===== src/hdl/oad_defs.svh =====
// Constants of the operand address decoder: addresses, vectors and reset values.
// Assumes inclusion by the core module only.
`ifndef OAD_DEFS_SVH
`define OAD_DEFS_SVH
`define OAD_RESET_PC 16'h0000
`define OAD_RESET_SP 8'h07
`define OAD_BIT_RAM_BASE 8'h20
`define OAD_VEC_EXT0 16'h0003
`define OAD_VEC_TMR0 16'h000b
`define OAD_VEC_EXT1 16'h0013
`define OAD_VEC_TMR1 16'h001b
`define OAD_VEC_SER 16'h0023
`define OAD_VEC_PWM 16'h002b
`define OAD_ADDR_ACC 8'he0
`define OAD_ADDR_B 8'hf0
`define OAD_ADDR_DPL 8'h82
`define OAD_ADDR_PSW 8'hd0
`define OAD_CY_BIT 3'h7
`endif


===== src/hdl/oad_pkg.sv =====
// Types of the operand address decoder: modes, spaces, request and answer.
// Assumes the core sequencer drives requests of type oad_req_t.
package oad_pkg;
    // Addressing mode of one request.
    typedef enum logic [3:0] {
        OAD_M_REG = 4'h0, OAD_M_DIR = 4'h1, OAD_M_IND = 4'h2, OAD_M_IMM = 4'h3,
        OAD_M_BASE = 4'h4, OAD_M_PUSH = 4'h5, OAD_M_POP = 4'h6, OAD_M_CALL = 4'h7,
        OAD_M_VECT = 4'h8, OAD_M_BIT = 4'h9, OAD_M_IMPL = 4'ha, OAD_M_JUMP = 4'hb
    } oad_mode_t;
    // Memory space that an access reaches.
    typedef enum logic [2:0] {
        OAD_S_NONE = 3'h0, OAD_S_IRAM = 3'h1, OAD_S_SFR = 3'h2, OAD_S_PROG = 3'h3, OAD_S_IMM = 3'h4
    } oad_space_t;
    // Decoder sequencing states.
    typedef enum logic [0:0] {
        OAD_ST_IDLE = 1'b0, OAD_ST_CALL_HI = 1'b1
    } oad_state_t;
    // Request from the sequencer.
    typedef struct packed {
        oad_mode_t mode;
        logic [7:0] opcode;
        logic [7:0] operand;
        logic [15:0] target;
        logic sel;
    } oad_req_t;
    // Decoded access towards memories.
    typedef struct packed {
        oad_space_t space;
        logic [15:0] addr;
        logic bit_valid;
        logic [2:0] bit_idx;
        logic [7:0] data;
        logic src_valid;
        oad_space_t src_space;
        logic [7:0] src_addr;
    } oad_acc_t;
endpackage


===== src/hdl/oad_core.sv =====
// Operand address decoder: maps addressing modes onto RAM, special registers and program space.
// Assumes one request at a time from the sequencer, taken while o_ready is high.
//
// Behaviour
// RQ1 - Register mode: opcode low bits pick bank register.
// RQ2 - Four eight-register banks at RAM 0 to 31.
// RQ3 - Direct byte: top bit selects RAM or specials.
// RQ4 - Special registers reachable only by direct addressing.
// RQ5 - Indirect pointer reaches full 256-byte RAM.
// RQ6 - Push and pop go indirect through stack pointer.
// RQ7 - Calls save program counter on the stack.
// RQ8 - Any direct byte may be pushed or popped.
// RQ9 - Direct mode consumes one extra program byte.
// RQ10 - Immediate byte is the operand value itself.
// RQ11 - Base-index reads program at accumulator plus base.
// RQ12 - Sixteen-bit program counter spans 64 Kbyte.
// RQ13 - Instructions fetched only from program space.
// RQ14 - Execution starts at address 0000 after reset.
// RQ15 - Six interrupt vectors, priority chosen elsewhere.
// RQ16 - Vectors at 03, 0B, 13, 1B, 23, 2B.
// RQ17 - 128 RAM bits live in bytes 32 to 47.
// RQ18 - Upper RAM only indirect, shares special addresses.
// RQ19 - Special registers occupy addresses 128 to 255.
// RQ20 - Special register bits only at multiples of eight.
// RQ21 - Accumulator, B, data pointer, carry as implicit operands.
// RQ22 - Bank bits 00..11 select 00h, 08h, 10h, 18h.
// RQ23 - Bit addresses below 128 map to RAM bytes.
`timescale 1ns/1ps
`include "oad_defs.svh"
module oad_core import oad_pkg::*; (
    // Clock and reset.
    input wire logic i_clk_sys,
    input wire logic i_arst_n,
    // Request from the sequencer.
    input wire logic i_req_valid,
    input wire oad_req_t i_req,
    // Status word bank bits and implicit operands.
    input wire logic i_bank_select_high,
    input wire logic i_bank_select_low,
    input wire logic [7:0] i_accumulator,
    input wire logic [15:0] i_data_pointer,
    // Program counter advance and stack pointer reload.
    input wire logic i_pc_step,
    input wire logic i_sp_load,
    input wire logic [7:0] i_sp_value,
    // Answer towards memories.
    output logic o_ready,
    output logic o_acc_valid,
    output oad_acc_t o_acc,
    // Program counter, fetch address and stack pointer.
    output logic [15:0] o_pc,
    output logic [15:0] o_fetch_addr,
    output logic [7:0] o_stack_pointer
);
    oad_state_t state_ff; // Sequencing state.
    oad_state_t nxt_state;
    logic [15:0] pc_ff; // Program counter.
    logic [15:0] nxt_pc;
    logic [7:0] sp_ff; // Stack pointer.
    logic [7:0] nxt_sp;
    logic [15:0] call_target_ff; // Target kept between the two call pushes.
    logic acc_valid_ff; // Answer strobe.
    oad_acc_t acc_ff; // Answer contents.
    oad_acc_t nxt_acc;
    logic take; // A request is accepted this cycle.
    logic [1:0] bank; // Active bank number.
    logic [15:0] vector; // Interrupt entry for the requested source.

    assign take = i_req_valid && (state_ff == OAD_ST_IDLE);
    assign bank = {i_bank_select_high, i_bank_select_low}; // RQ22
    assign o_ready = (state_ff == OAD_ST_IDLE);
    assign o_acc_valid = acc_valid_ff;
    assign o_acc = acc_ff;
    assign o_pc = pc_ff;
    assign o_fetch_addr = pc_ff; // RQ13
    assign o_stack_pointer = sp_ff;

    // Vector lookup; priority between sources is resolved by the interrupt logic.
    always_comb
    begin
        case (i_req.opcode[2:0]) // RQ15
            3'h0: vector = `OAD_VEC_EXT0; // RQ16
            3'h1: vector = `OAD_VEC_TMR0;
            3'h2: vector = `OAD_VEC_EXT1;
            3'h3: vector = `OAD_VEC_TMR1;
            3'h4: vector = `OAD_VEC_SER;
            3'h5: vector = `OAD_VEC_PWM;
            default: vector = `OAD_VEC_EXT0;
        endcase
    end

    // Decode the accepted request into one access, or the second call push.
    always_comb
    begin
        nxt_acc = '0;
        nxt_state = state_ff;
        if (state_ff == OAD_ST_CALL_HI)
        begin
            // Second push of a call carries the high byte of the return address.
            // The pointer only moves at the end of the call, so the second byte goes two above it.
            nxt_acc.space = OAD_S_IRAM;
            nxt_acc.addr = {8'h00, 8'(sp_ff + 8'h02)}; // RQ7
            nxt_acc.data = pc_ff[15:8];
            nxt_state = OAD_ST_IDLE;
        end
        else if (take)
        begin
            case (i_req.mode)
                OAD_M_REG:
                begin
                    // Bank register in RAM 0..31.
                    nxt_acc.space = OAD_S_IRAM;
                    nxt_acc.addr = {11'h000, bank, i_req.opcode[2:0]}; // RQ1 RQ2
                end
                OAD_M_DIR:
                begin
                    // Top bit splits lower RAM from the special registers.
                    nxt_acc.space = i_req.operand[7] ? OAD_S_SFR : OAD_S_IRAM; // RQ3 RQ19
                    nxt_acc.addr = {8'h00, i_req.operand}; // RQ9
                end
                OAD_M_IND:
                begin
                    // Pointer contents always land in RAM, upper half included.
                    nxt_acc.space = OAD_S_IRAM; // RQ4 RQ5 RQ18
                    nxt_acc.addr = {8'h00, i_req.operand};
                end
                OAD_M_IMM:
                begin
                    // The fetched byte is the value itself.
                    nxt_acc.space = OAD_S_IMM; // RQ10
                    nxt_acc.addr = pc_ff;
                    nxt_acc.data = i_req.operand;
                end
                OAD_M_BASE:
                begin
                    // Table read from program space only.
                    nxt_acc.space = OAD_S_PROG;
                    nxt_acc.addr = (i_req.sel ? pc_ff : i_data_pointer) + {8'h00, i_accumulator}; // RQ11
                end
                OAD_M_PUSH:
                begin
                    // Destination is RAM at the raised pointer; source any direct byte.
                    nxt_acc.space = OAD_S_IRAM; // RQ6
                    nxt_acc.addr = {8'h00, 8'(sp_ff + 8'h01)};
                    nxt_acc.src_valid = 1'b1; // RQ8
                    nxt_acc.src_space = i_req.operand[7] ? OAD_S_SFR : OAD_S_IRAM;
                    nxt_acc.src_addr = i_req.operand;
                end
                OAD_M_POP:
                begin
                    // Source is RAM at the pointer; destination any direct byte.
                    nxt_acc.space = OAD_S_IRAM; // RQ6
                    nxt_acc.addr = {8'h00, sp_ff};
                    nxt_acc.src_valid = 1'b1; // RQ8
                    nxt_acc.src_space = i_req.operand[7] ? OAD_S_SFR : OAD_S_IRAM;
                    nxt_acc.src_addr = i_req.operand;
                end
                OAD_M_CALL, OAD_M_VECT:
                begin
                    // First push carries the low byte of the return address.
                    nxt_acc.space = OAD_S_IRAM; // RQ7
                    nxt_acc.addr = {8'h00, 8'(sp_ff + 8'h01)};
                    nxt_acc.data = pc_ff[7:0];
                    nxt_state = OAD_ST_CALL_HI;
                end
                OAD_M_BIT:
                begin
                    nxt_acc.bit_valid = 1'b1;
                    nxt_acc.bit_idx = i_req.operand[2:0];
                    if (!i_req.operand[7])
                    begin
                        // RAM bits: eight per byte from byte 32 upward.
                        nxt_acc.space = OAD_S_IRAM; // RQ17 RQ23
                        nxt_acc.addr = {8'h00, `OAD_BIT_RAM_BASE + {4'h0, i_req.operand[6:3]}};
                    end
                    else
                    begin
                        // Special register bits only in registers at multiples of eight.
                        nxt_acc.space = OAD_S_SFR; // RQ20 RQ23
                        nxt_acc.addr = {8'h00, i_req.operand[7:3], 3'h0};
                    end
                end
                OAD_M_IMPL:
                begin
                    // Implicit operands resolve to their special register homes.
                    nxt_acc.space = OAD_S_SFR; // RQ21
                    case (i_req.opcode[1:0])
                        2'h0: nxt_acc.addr = {8'h00, `OAD_ADDR_ACC};
                        2'h1: nxt_acc.addr = {8'h00, `OAD_ADDR_B};
                        2'h2: nxt_acc.addr = {8'h00, `OAD_ADDR_DPL};
                        default:
                        begin
                            // Carry is bit 7 of the status word.
                            nxt_acc.addr = {8'h00, `OAD_ADDR_PSW};
                            nxt_acc.bit_valid = 1'b1;
                            nxt_acc.bit_idx = `OAD_CY_BIT;
                        end
                    endcase
                end
                default:
                begin
                    // Jump and unknown modes produce no data access.
                    nxt_acc.space = OAD_S_NONE;
                end
            endcase
        end
    end

    // Next program counter: loads on jump and call completion, else steps.
    always_comb
    begin
        nxt_pc = pc_ff + {15'h0000, i_pc_step};
        if (state_ff == OAD_ST_CALL_HI)
            nxt_pc = call_target_ff; // RQ12
        else if (take && i_req.mode == OAD_M_JUMP)
            nxt_pc = i_req.target;
        else if (take && (i_req.mode == OAD_M_DIR || i_req.mode == OAD_M_IMM || i_req.mode == OAD_M_BIT))
            nxt_pc = pc_ff + {15'h0000, i_pc_step} + 16'h0001; // RQ9 RQ10
    end

    // Next stack pointer: software reload wins over push and pop.
    always_comb
    begin
        nxt_sp = sp_ff;
        if (i_sp_load)
            nxt_sp = i_sp_value; // RQ7
        else if (state_ff == OAD_ST_CALL_HI)
            nxt_sp = 8'(sp_ff + 8'h02);
        else if (take && i_req.mode == OAD_M_PUSH)
            nxt_sp = 8'(sp_ff + 8'h01); // RQ6
        else if (take && i_req.mode == OAD_M_POP)
            nxt_sp = 8'(sp_ff - 8'h01);
    end

    // Program counter register; starts at the reset entry.
    always_ff @(posedge i_clk_sys or negedge i_arst_n)
    begin
        if (!i_arst_n)
            pc_ff <= `OAD_RESET_PC; // RQ14
        else
            pc_ff <= nxt_pc;
    end

    // Stack pointer register.
    always_ff @(posedge i_clk_sys or negedge i_arst_n)
    begin
        if (!i_arst_n)
            sp_ff <= `OAD_RESET_SP;
        else
            sp_ff <= nxt_sp;
    end

    // Call target capture; a vector request takes its table entry.
    always_ff @(posedge i_clk_sys or negedge i_arst_n)
    begin
        if (!i_arst_n)
            call_target_ff <= `OAD_RESET_PC;
        else if (take && i_req.mode == OAD_M_CALL)
            call_target_ff <= i_req.target;
        else if (take && i_req.mode == OAD_M_VECT)
            call_target_ff <= vector; // RQ16
    end

    // State and answer registers.
    always_ff @(posedge i_clk_sys or negedge i_arst_n)
    begin
        if (!i_arst_n)
        begin
            state_ff <= OAD_ST_IDLE;
            acc_valid_ff <= 1'b0;
            acc_ff <= '0;
        end
        else
        begin
            state_ff <= nxt_state;
            acc_valid_ff <= take || (state_ff == OAD_ST_CALL_HI);
            acc_ff <= nxt_acc;
        end
    end
endmodule // oad_core


===== config.mk =====
export PLATFORM = sky130hd
export DESIGN_NAME = oad_core
export DESIGN_NICKNAME = d
export VERILOG_FILES = /design/src/hdl/oad_pkg.sv /design/src/hdl/oad_core.sv
export VERILOG_INCLUDE_DIRS = /design/src /design/src/hdl
export SDC_FILE = /design/constraint.sdc
export NUM_CORES = 1
export LEC_CHECK = 0
export BUFFER_PORTS_ARGS = -buffer_cell sky130_fd_sc_hd__buf_2
export CORE_MARGIN = 2
export CORE_UTILIZATION = 43
export DETAILED_ROUTE_END_ITERATION = 8
export GPL_TIMING_DRIVEN = 0
export PLACE_DENSITY = 0.66
export SLEW_MARGIN = 20
export SYNTH_ARGS = -nofsm -noshare
export SYNTH_HDL_FRONTEND = slang
export SYNTH_SLANG_ARGS = --single-unit

===== constraint.sdc =====
create_clock -name i_clk_sys -period 3.45 [get_ports i_clk_sys]
set_input_delay 0 -clock i_clk_sys [delete_from_list [all_inputs] [get_ports i_clk_sys]]
set_output_delay 0 -clock i_clk_sys [all_outputs]
set_load 0.01 [all_outputs]

# Yosys cells after proc, flatten, opt, wreduce, memory -nomap -nowiden
# Cells that the tools add are included.
# W data, S select, Z words.
# op_classes
n_addsub	7
n_eq_ne	18
mux	28
bitwise	1
reduce_logical	20
# ops
operator	count
$pmux W16 S8	1
$mux W16	6
$mux W43	1
$mux W8	5
$pmux W6 S5	1
$mux W12	2
$pmux W7 S3	1
$mux W19	1
$mux W18	1
$pmux W3 S6	1
$add A16 B1 Y16	1
$add A16 B1 Y16 const B	1
$add A16 B8 Y16	1
$eq A4 B3 Y1 const B	4
$eq A4 B4 Y1 const B	4
$pmux W8 S2	1
$add A8 B1 Y8 const B	1
$add A8 B2 Y8 const B	1
$eq A4 B2 Y1 const B	2
$mux W4	2
$pmux W4 S2	1
$sub A8 B1 Y8 const B	1
$add A6 B4 Y7 const A	1
$logic_and A1 B1 Y1	7
17 further kinds	26
# totals
register_bits	85
in_bits	76
output_inout_bits	85

# Longest topological paths before layout
# Gate-level depths: netlist of the first run.
# depth
word_depth	7
ltp_mapped	12

# Worst setup path before layout of the first run
# OpenSTA, ideal clock, no wires.
# synth_path
kind	in2reg
start	input i_req[0] in the netlist's numbering
end	register acc_ff, in the netlist o_acc[38]
setup_time_ns	0.121
arrival_time_ns	2.728
slack_ns	0.601
stages	12
path_buffers	2
path_cell_list	buf_2 > buf_1 > mux2_2 > ha_1 > fa_1 > a21o_1 > a21oi_1 > o21ai_0 > a31oi_1 > nor3b_1 > xnor2_1 > a22o_1
# synth_rtl
element	line	rtl
from (decl)	oad_core.sv:36	input wire oad_req_t i_req,
to (signal assigned)	oad_core.sv:277	acc_ff <= nxt_acc;
to (decl)	oad_core.sv:63	oad_acc_t acc_ff;

# Worst setup path in the final report of the first run
# layout_path
start	register pc_ff[0], in the netlist o_fetch_addr[0]
end	register pc_ff[13], in the netlist o_fetch_addr[13]
# layout_via
elab_chain_cells	5
# layout_rtl
element	line	rtl
from (decl)	oad_core.sv:57	logic [15:0] pc_ff;
from (signal assigned)	oad_core.sv:239	pc_ff <= `OAD_RESET_PC;
from (signal assigned)	oad_core.sv:241	pc_ff <= nxt_pc;
$add A16 B1 Y16 (*)	oad_core.sv:212, oad_core.sv:218	
$add A16 B1 Y16	oad_core.sv:218	nxt_pc = pc_ff + {15'h0000, i_pc_step} + 16'h0001;
$mux W16 (*)	oad_core.sv:217	else if (take && (i_req.mode == OAD_M_DIR || i_req.mode == OAD_M_IMM || i_req.mode == OAD_M_BIT))
$mux W16 (*)	oad_core.sv:215	else if (take && i_req.mode == OAD_M_JUMP)
$mux W16 (*)	oad_core.sv:213	if (state_ff == OAD_ST_CALL_HI)
via nxt_pc[13]	oad_core.sv:58	logic [15:0] nxt_pc;
# Mark *: on every way through the listed nets, which the timed path passes. The rest lies on a longest branch.
# A chain may end at the register's enable or synchronous reset.

==> results of run 1 <==
==> area by class of cell <==
cell class                      count  area [um2]  area share
Clock inverter                      5        46.3     0.00621
Tap cell                          176         220      0.0295
Multi-Input combinational cell    493        3260       0.437
Sequential cell                    83        2080       0.279
Inverter                           24        90.1      0.0121
Clock buffer                       11         253      0.0339
Buffer                             62         317      0.0425
Timing Repair Buffer              194        1190       0.159
==> through the flow <==
stage / power, mW / hold slack, ns / std cells / instance area (um2)
floorplan: 2.32 / -0.296 / 662 / 5740
finish: 3.90 / 0.0720 / 1048 / 7450
detailed placement: 2.89 / 0.0124 / 992 / 6760
CTS: 3.89 / 0.0734 / 1048 / 7450
global placement: 2.85 / 0.204 / 991 / 6730
global route: 4.12 / 0.134 / 1048 / 7450
==> power groups by stage <==
stage | combinational, mW | sequential (mW) | clock, mW
after floorplan | 1.04 | 1.28 | 0
after detailed placement | 1.61 | 1.28 | 0
after CTS | 1.66 | 1.27 | 0.974
after global placement | 1.58 | 1.27 | 0
final | 1.67 | 1.27 | 0.964
after global routing | 1.82 | 1.28 | 1.01
==> worst max-delay path, stage by stage (launching register included) <==
cell and delay [ns]:
dfrtp_1 0.56, ha_1 0.33, ha_1 0.24, buf_2 0.25
xor2_1 0.25, nand4_1 0.23, a221oi_2 0.39, nand4_1 0.26
nor3_1 0.24, xnor2_1 0.16, a21oi_1 0.09
==> synthesized netlist by cell type, drive strengths merged (4+ instances only) <==
cell type	count
dfrtp	80
nand2	70
o21ai	51
nor2	46
a21oi	37
buf	32
clkbuf	30
xnor2	29
inv	23
xor2	23
a22o	18
ha	16
nand3	16
nor3	14
mux2	13
a222oi	12
o22ai	12
and3	10
a22oi	9
mux2i	8
nor2b	8
a31oi	7
nand4	7
o21a	7
and2	6
nor3b	6
o211ai	6
a32oi	5
nor4	5
a211oi	4
nand2b	4
==> logic make-up after synthesis <==
logic type / count (synthesis) / synth area share
AOI/OAI and AO/OA: 191 / 0.223
DFF: 83 / 0.362
other: 1 / 0.000653
buffers and inverters: 86 / 0.0708
xor gates and xnor gates: 52 / 0.0793
muxes: 21 / 0.0395
adders and majority gates: 17 / 0.0384
and+or+nand+nor: 211 / 0.186
==> registers in the layout (all words and copies together) (netlist names) <==
| signal | count |
|---|---|
| call_target_ff | 16 |
| o_acc_valid | 1 |
| o_fetch_addr | 16 |
| o_stack_pointer | 8 |
| o_acc | 41 |
| state_ff | 1 |
==> what timing repair did <==
item	4_1_cts	5_1_grt
gates resized for setup	0	0
endpoints found under the hold margin	95	0
hold buffers	40	0
setup endpoints to repair	0	0
==> path summary, 6_finish.rpt <==
check	from	end	slack (ns)	cells after the start
hold reg to reg	call_target_ff[8]	o_fetch_addr[8]	0.49	1
setup / recovery	o_fetch_addr[0]	o_fetch_addr[13]	0.30	10
min in group asynchronous	i_arst_n	call_target_ff[10]	0.16	2
setup reg to reg	o_fetch_addr[0]	o_fetch_addr[13]	0.30	10
hold / removal	i_req[27]	call_target_ff[4]	0.07	4
max in group asynchronous	i_arst_n	o_stack_pointer[2]	2.61	3
==> per-layer routing <==
metal	global-route usage	part of all wire	vias up
met5	0	0	-
met4	0.0956	0.024	0
met3	0.0490	0.083	39
met2	0.445	0.45	296
met1	0.398	0.45	2900
li1	-	-	2794
==> metrics.md, run 1 <==
| Metric | Value |
|---|---|
| Status | `complete, no violations` |
| Final antenna-violating net count | `0` |
| Slew headroom | `0.238` |
| Vias | `6029` |
| Clock slew at reported path FFs | `around 0.07 ns` |
| Unique masters post-synth | `just over 70` |
| Die Y | `~120 um` |
| Post-synth top area share | `0.349` |
| H-tree depth | `3` |
| Largest cells by area after synthesis | `dfrtp_1, nand2_1, xnor2_1` |
| GRT Residual Overflow | `0` |
| Root buf cell | `clkbuf_16` |
| IO buf count | `approximately 150` |
| Fmax achieved | `about 320 MHz` |
| Die area | `roughly 14000 um2` |
| Hold Path Class | `in -> reg` |
| Internal Power | `approximately 2.4 mW` |
| Post-synth EDFFs | `0` |
| Post-synthesis cell area | `roughly 5700 um2` |
| Final worst slack | `approximately 0.3 ns` |
| Worst skew pair latency | `about 0.36 ns` |
| Area grow syn2layout | `29.9%` |
| Hpwl dp | `approximately 15000 um` |
| Starting Density | `0.437` |
| Cells after synthesis | `around 660` |
| Clk pwr share | `0.247` |
| CP Class | `reg -> reg` |
| Mean post-synth cell area | `slightly below 9 um2` |
| Launching element type of the critical path | `flip-flop` |
| Fin. Hold Viols | `0` |
| Arr. time, crit path | `approximately 3.4 ns` |
| Final GP Congestion | `just over 0.9` |
| Post-layout min period | `about 3.2 ns` |
| Share of layout cells above drive strength 1 | `0.257` |
| # diodes | `0` |
| Leading cell type in the layout, fill and taps excluded | `buf_2` |
| Final core occ | `0.567` |
| Final Max Tran Viols | `0` |
| Leakage | `around 3.5 nW` |
| Vias in the first global route | `between 5000 and 6000` |
| Setup bufs post-CTS | `0` |
| DRC violations left | `0` |
| Yosys warns | `0` |
| Setup TNS | `0 ns` |
| Pre-CTS setup slack | `0.0312 ns` |
| # fillers | `between 1000 and 1500` |
| Die span in x | `around 120 um` |
| Skew final | `just under 0.01 ns` |
| Syn Nets | `between 700 and 800` |
| Sw Share | `0.390` |
| CTS buffer count | `9` |
| Most frequent cells in the layout | `buf_2, dfrtp_1, nand2_1` |
| Switching pwr | `1.52 mW` |
| Gate power share | `0.429` |
| Initial antenna violation count | `0` |
| Req. time, crit path | `3.67 ns` |
| Tcrit/Tclk final | `0.914` |
| Post-detailed-route via-to-cell ratio | `between 5 and 6` |
| Slew @ Worst Pin | `around 1.1 ns` |
| Sequential element share of the synthesized area | `0.362` |
| Seq pwr share | `0.324` |
| Routed WL | `between 20000 and 25000 um` |
| CTS tree | `done` |
| DR pass1 iterations | `8` |
| Max VDD drop | `approximately 0.00033 V` |
| Top_reg_cell synth | `dfrtp_1` |
| First-pass GRT wire length | `roughly 31000 um` |
| Endpoint type of the worst setup path | `flip-flop` |
| Fin nets | `960` |
| Critical-path maximum fanout | `10` |
| Cell area power density | `between 500 and 600 nW/um2` |
| Flop and latch count out of synthesis | `a little over 80` |
| Largest net degree at the start of global routing | `45` |
| FFs w/ async S/R, synth | `1.00` |
| CTS Buffer Depth | `2` |
| Synth area leader | `dfrtp_1` |
| Initial DRC count | `757` |
| RSZ-0062 raised after global routing | `false` |
| # setup viols final | `0` |
| FP Rows | `42` |
| CTS sink cnt | `slightly above 80` |
| DR WL/cell | `around 19 um` |
| GRT Util Overall | `0.284` |
| Core box area | `roughly 13000 um2` |
| Max_cap viols | `0` |
| Ports | `between 150 and 200` |
Power figures use the tool's default switching activity.
==> run 2, diff against run 1 <==
CORE_ASPECT_RATIO = 2   (was default)
SKIP_CTS_REPAIR_TIMING = 1   (was default)
==> run 2 against run 1 <==
Against the previous run: the flow now finishes with violations (hold timing); critical path depth is the same; setup slack got worse by 0.070 ns; count of clock-buffer cells in the layout down 1; global-route usage rose by 2.0 points; via count rose by 0.53%; fmax fell by 2.2%; core utilization grew 0.47 points; total power up 4.3%; hold slack worse by 0.083 ns; critical endpoint is now o_stack_pointer[5]; largest power group unchanged.
==> metrics.md, run 2 (synthesis gave the netlist of run 1 again) <==
| Metric | Value |
|---|---|
| Largest register FFs | `41 (unchanged)` |
| First-pass GRT wire length | `33200 um (+5.4%)` |
| Hold path start | `i_req[24]` |
| Post-layout min period | `3.22 ns (+0.0699 ns)` |
| Launching element type of the critical path | `flip-flop` |
| Vias | `6061 (+0.53%)` |
| Starting Density | `0.442 (+0.00488)` |
| Final Max Tran Viols | `0 (unchanged)` |
| Hold Path Class | `in -> reg` |
| Root buf cell | `clkbuf_16` |
| Most frequent cells in the layout | `buf_2, dfrtp_1, nand2_1` |
| # setup viols final | `0 (unchanged)` |
| Internal Power | `2.48 mW (+4.3%)` |
| CTS Buffer Depth | `2 (unchanged)` |
| CTS buffer count | `9 (unchanged)` |
| DR WL/cell | `22.0 um (+15%)` |
| Die Y | `167 um (+40%)` |
| CP Class | `reg -> reg` |
| CP cell instances | `clkbuf_1 > inv_1 > ha_1 > a21boi_0 > o211ai_1 > o22ai_1 > a2bb2oi_1 > xor2_1 > o21ai_0 > dlygate4sd3_1` |
| Leading cell type in the layout, fill and taps excluded | `buf_2` |
| DP Area | `6730 um2 (-0.43%)` |
| Die span in x | `85.7 um (-28%)` |
| Fin nets | `957 (-0.31%)` |
| Total design power | `4.07 mW (+4.3%)` |
| GRT Util Overall | `0.304 (+0.0201)` |
| # diodes | `0 (unchanged)` |
| Final antenna-violating net count | `0 (unchanged)` |
| Die area | `14300 um2 (+0.39%)` |
| DRC violations left | `0 (unchanged)` |
| CTS sink cnt | `83 (unchanged)` |
| Share of layout cells above drive strength 1 | `0.259 (+0.00204)` |
| Max_cap viols | `0 (unchanged)` |
| Initial antenna violation count | `0 (unchanged)` |
| Initial DRC count | `498 (-34%)` |
| IO buf count | `153 (unchanged)` |
| Hpwl dp | `17300 um (+15%)` |
| Violations in the final reports | `hold timing` |
| Arr. time, crit path | `3.51 ns (+0.14 ns)` |
| Buf/Inv on CP | `3 (+2)` |
| Skew final | `0.00694 ns (-0.00272 ns)` |
| Final GP Congestion | `1.04 (+12%)` |
| Area grow syn2layout | `29.5%` |
| Design Area, Final | `7430 um2 (-0.29%)` |
| RSZ-0062 raised after global routing | `false` |
| Gate power share | `0.425 (-0.004)` |
| Critical-path maximum fanout | `9 (-1)` |
| Routed WL | `22400 um (+12%)` |
| Leakage | `3.47 nW (-0.15%)` |
| Vias in the first global route | `6140 (+4.5%)` |
| Crit path launch | `o_stack_pointer[2]` |
| Crit-path leading delay family | `compound AO/OA/AOI/OAI gates` |
| Tcrit/Tclk final | `0.934 (+0.0203)` |
| CP max-delay cell | `dlygate4sd3_1` |
| Fmax achieved | `310 MHz (-2.2%)` |
| DR pass1 iterations | `6 (-2)` |
| GRT Residual Overflow | `0 (unchanged)` |
| Clk pwr share | `0.262 (+0.015)` |
| Slew @ Worst Pin | `0.825 ns (-0.310 ns)` |
| Status | `finished with violations` |
| Switching pwr | `1.59 mW (+4.1%)` |
| Worst skew pair latency | `0.35 ns (about the same)` |
| Post-detailed-route via-to-cell ratio | `5.94 (+3.2%)` |
| Ports | `161 (unchanged)` |
| Slew headroom | `0.446 (+0.208)` |
| Largest net degree at the start of global routing | `46 (+2.2%)` |
| Req. time, crit path | `3.74 ns (+0.07 ns)` |
| Final worst slack | `0.228 ns (-0.0699 ns)` |
| Sw Share | `0.390 (-0.000426)` |
| Clock slew at reported path FFs | `0.07 ns (about the same)` |
| Pre-CTS setup slack | `-0.0640 ns (-0.0952 ns)` |
| CTS tree | `done` |
| Max VDD drop | `0.000359 V (+8.7%)` |
| Cell area power density | `548 nW/um2 (+4.6%)` |
| Seq pwr share | `0.313 (-0.011)` |
| Endpoint type of the worst setup path | `flip-flop` |
| H-tree depth | `3 (unchanged)` |
| Largest stage delay on the critical path | `0.57 ns (about the same)` |
| FP Rows | `59 (+40%)` |
| RR Startpoint | `o_stack_pointer[2]` |
| Fin. Hold Viols | `2 (+2)` |
| Core box area | `13000 um2 (-1.1%)` |
| Hold_ws | `-0.0108 ns (-0.0828 ns)` |
## run 2: final timing paths
kind / end / slack (ns) / cells after the start
worst min-delay path: o_acc[8] / -0.01 / 2
min in group asynchronous: o_acc[28] / 0.15 / 2
worst min register to register: o_fetch_addr[0] / 0.49 / 2
worst max-delay path: o_stack_pointer[5] / 0.23 / 10
worst max register to register: o_stack_pointer[5] / 0.23 / 10
max in group asynchronous: o_stack_pointer[0] / 2.63 / 3
## run 2: metrics by stage
| step | TNS (ns) | instances | utilization |
|---|---|---|---|
| 3_3_place_gp | 0 | 967 | 0.515 |
| 4_1_cts | 0 | 984 | 0.542 |
| 3_5_place_dp | -0.120 | 968 | 0.518 |
| 6_report | 0 | 1021 | 0.572 |
| 2_1_floorplan | 0 | 662 | - |
| 5_1_grt | 0 | 1021 | 0.572 |
## run 2: per-layer routing
| layer | track usage | routed length, um | vias to the layer above |
|---|---|---|---|
| met1 | 0.293 | 7390 | 2921 |
| met3 | 0.0448 | 1120 | 79 |
| met2 | 0.578 | 12700 | 277 |
| met4 | 0.190 | 1260 | 0 |
| li1 | - | - | 2784 |
| met5 | 0 | 0 | - |
## run 2: final cells by class
type | instances | area [um2]
Clock inverter | 6 | 88.8
Fill cell | 1228 | 5560
Sequential cell | 83 | 2080
Tap cell | 152 | 190
Inverter | 24 | 90.1
Timing Repair Buffer | 192 | 1180
Multi-Input combinational cell | 493 | 3260
Buffer | 61 | 313
Clock buffer | 10 | 229
## run 2: power groups by stage
stage	Sequential [mW]	Combinational, mW	Clock [mW]
floorplan	1.28	1.04	0
global placement	1.28	1.62	0
detailed placement	1.29	1.65	0
CTS	1.27	1.67	1.08
global route	1.29	1.87	1.11
finish	1.27	1.73	1.07
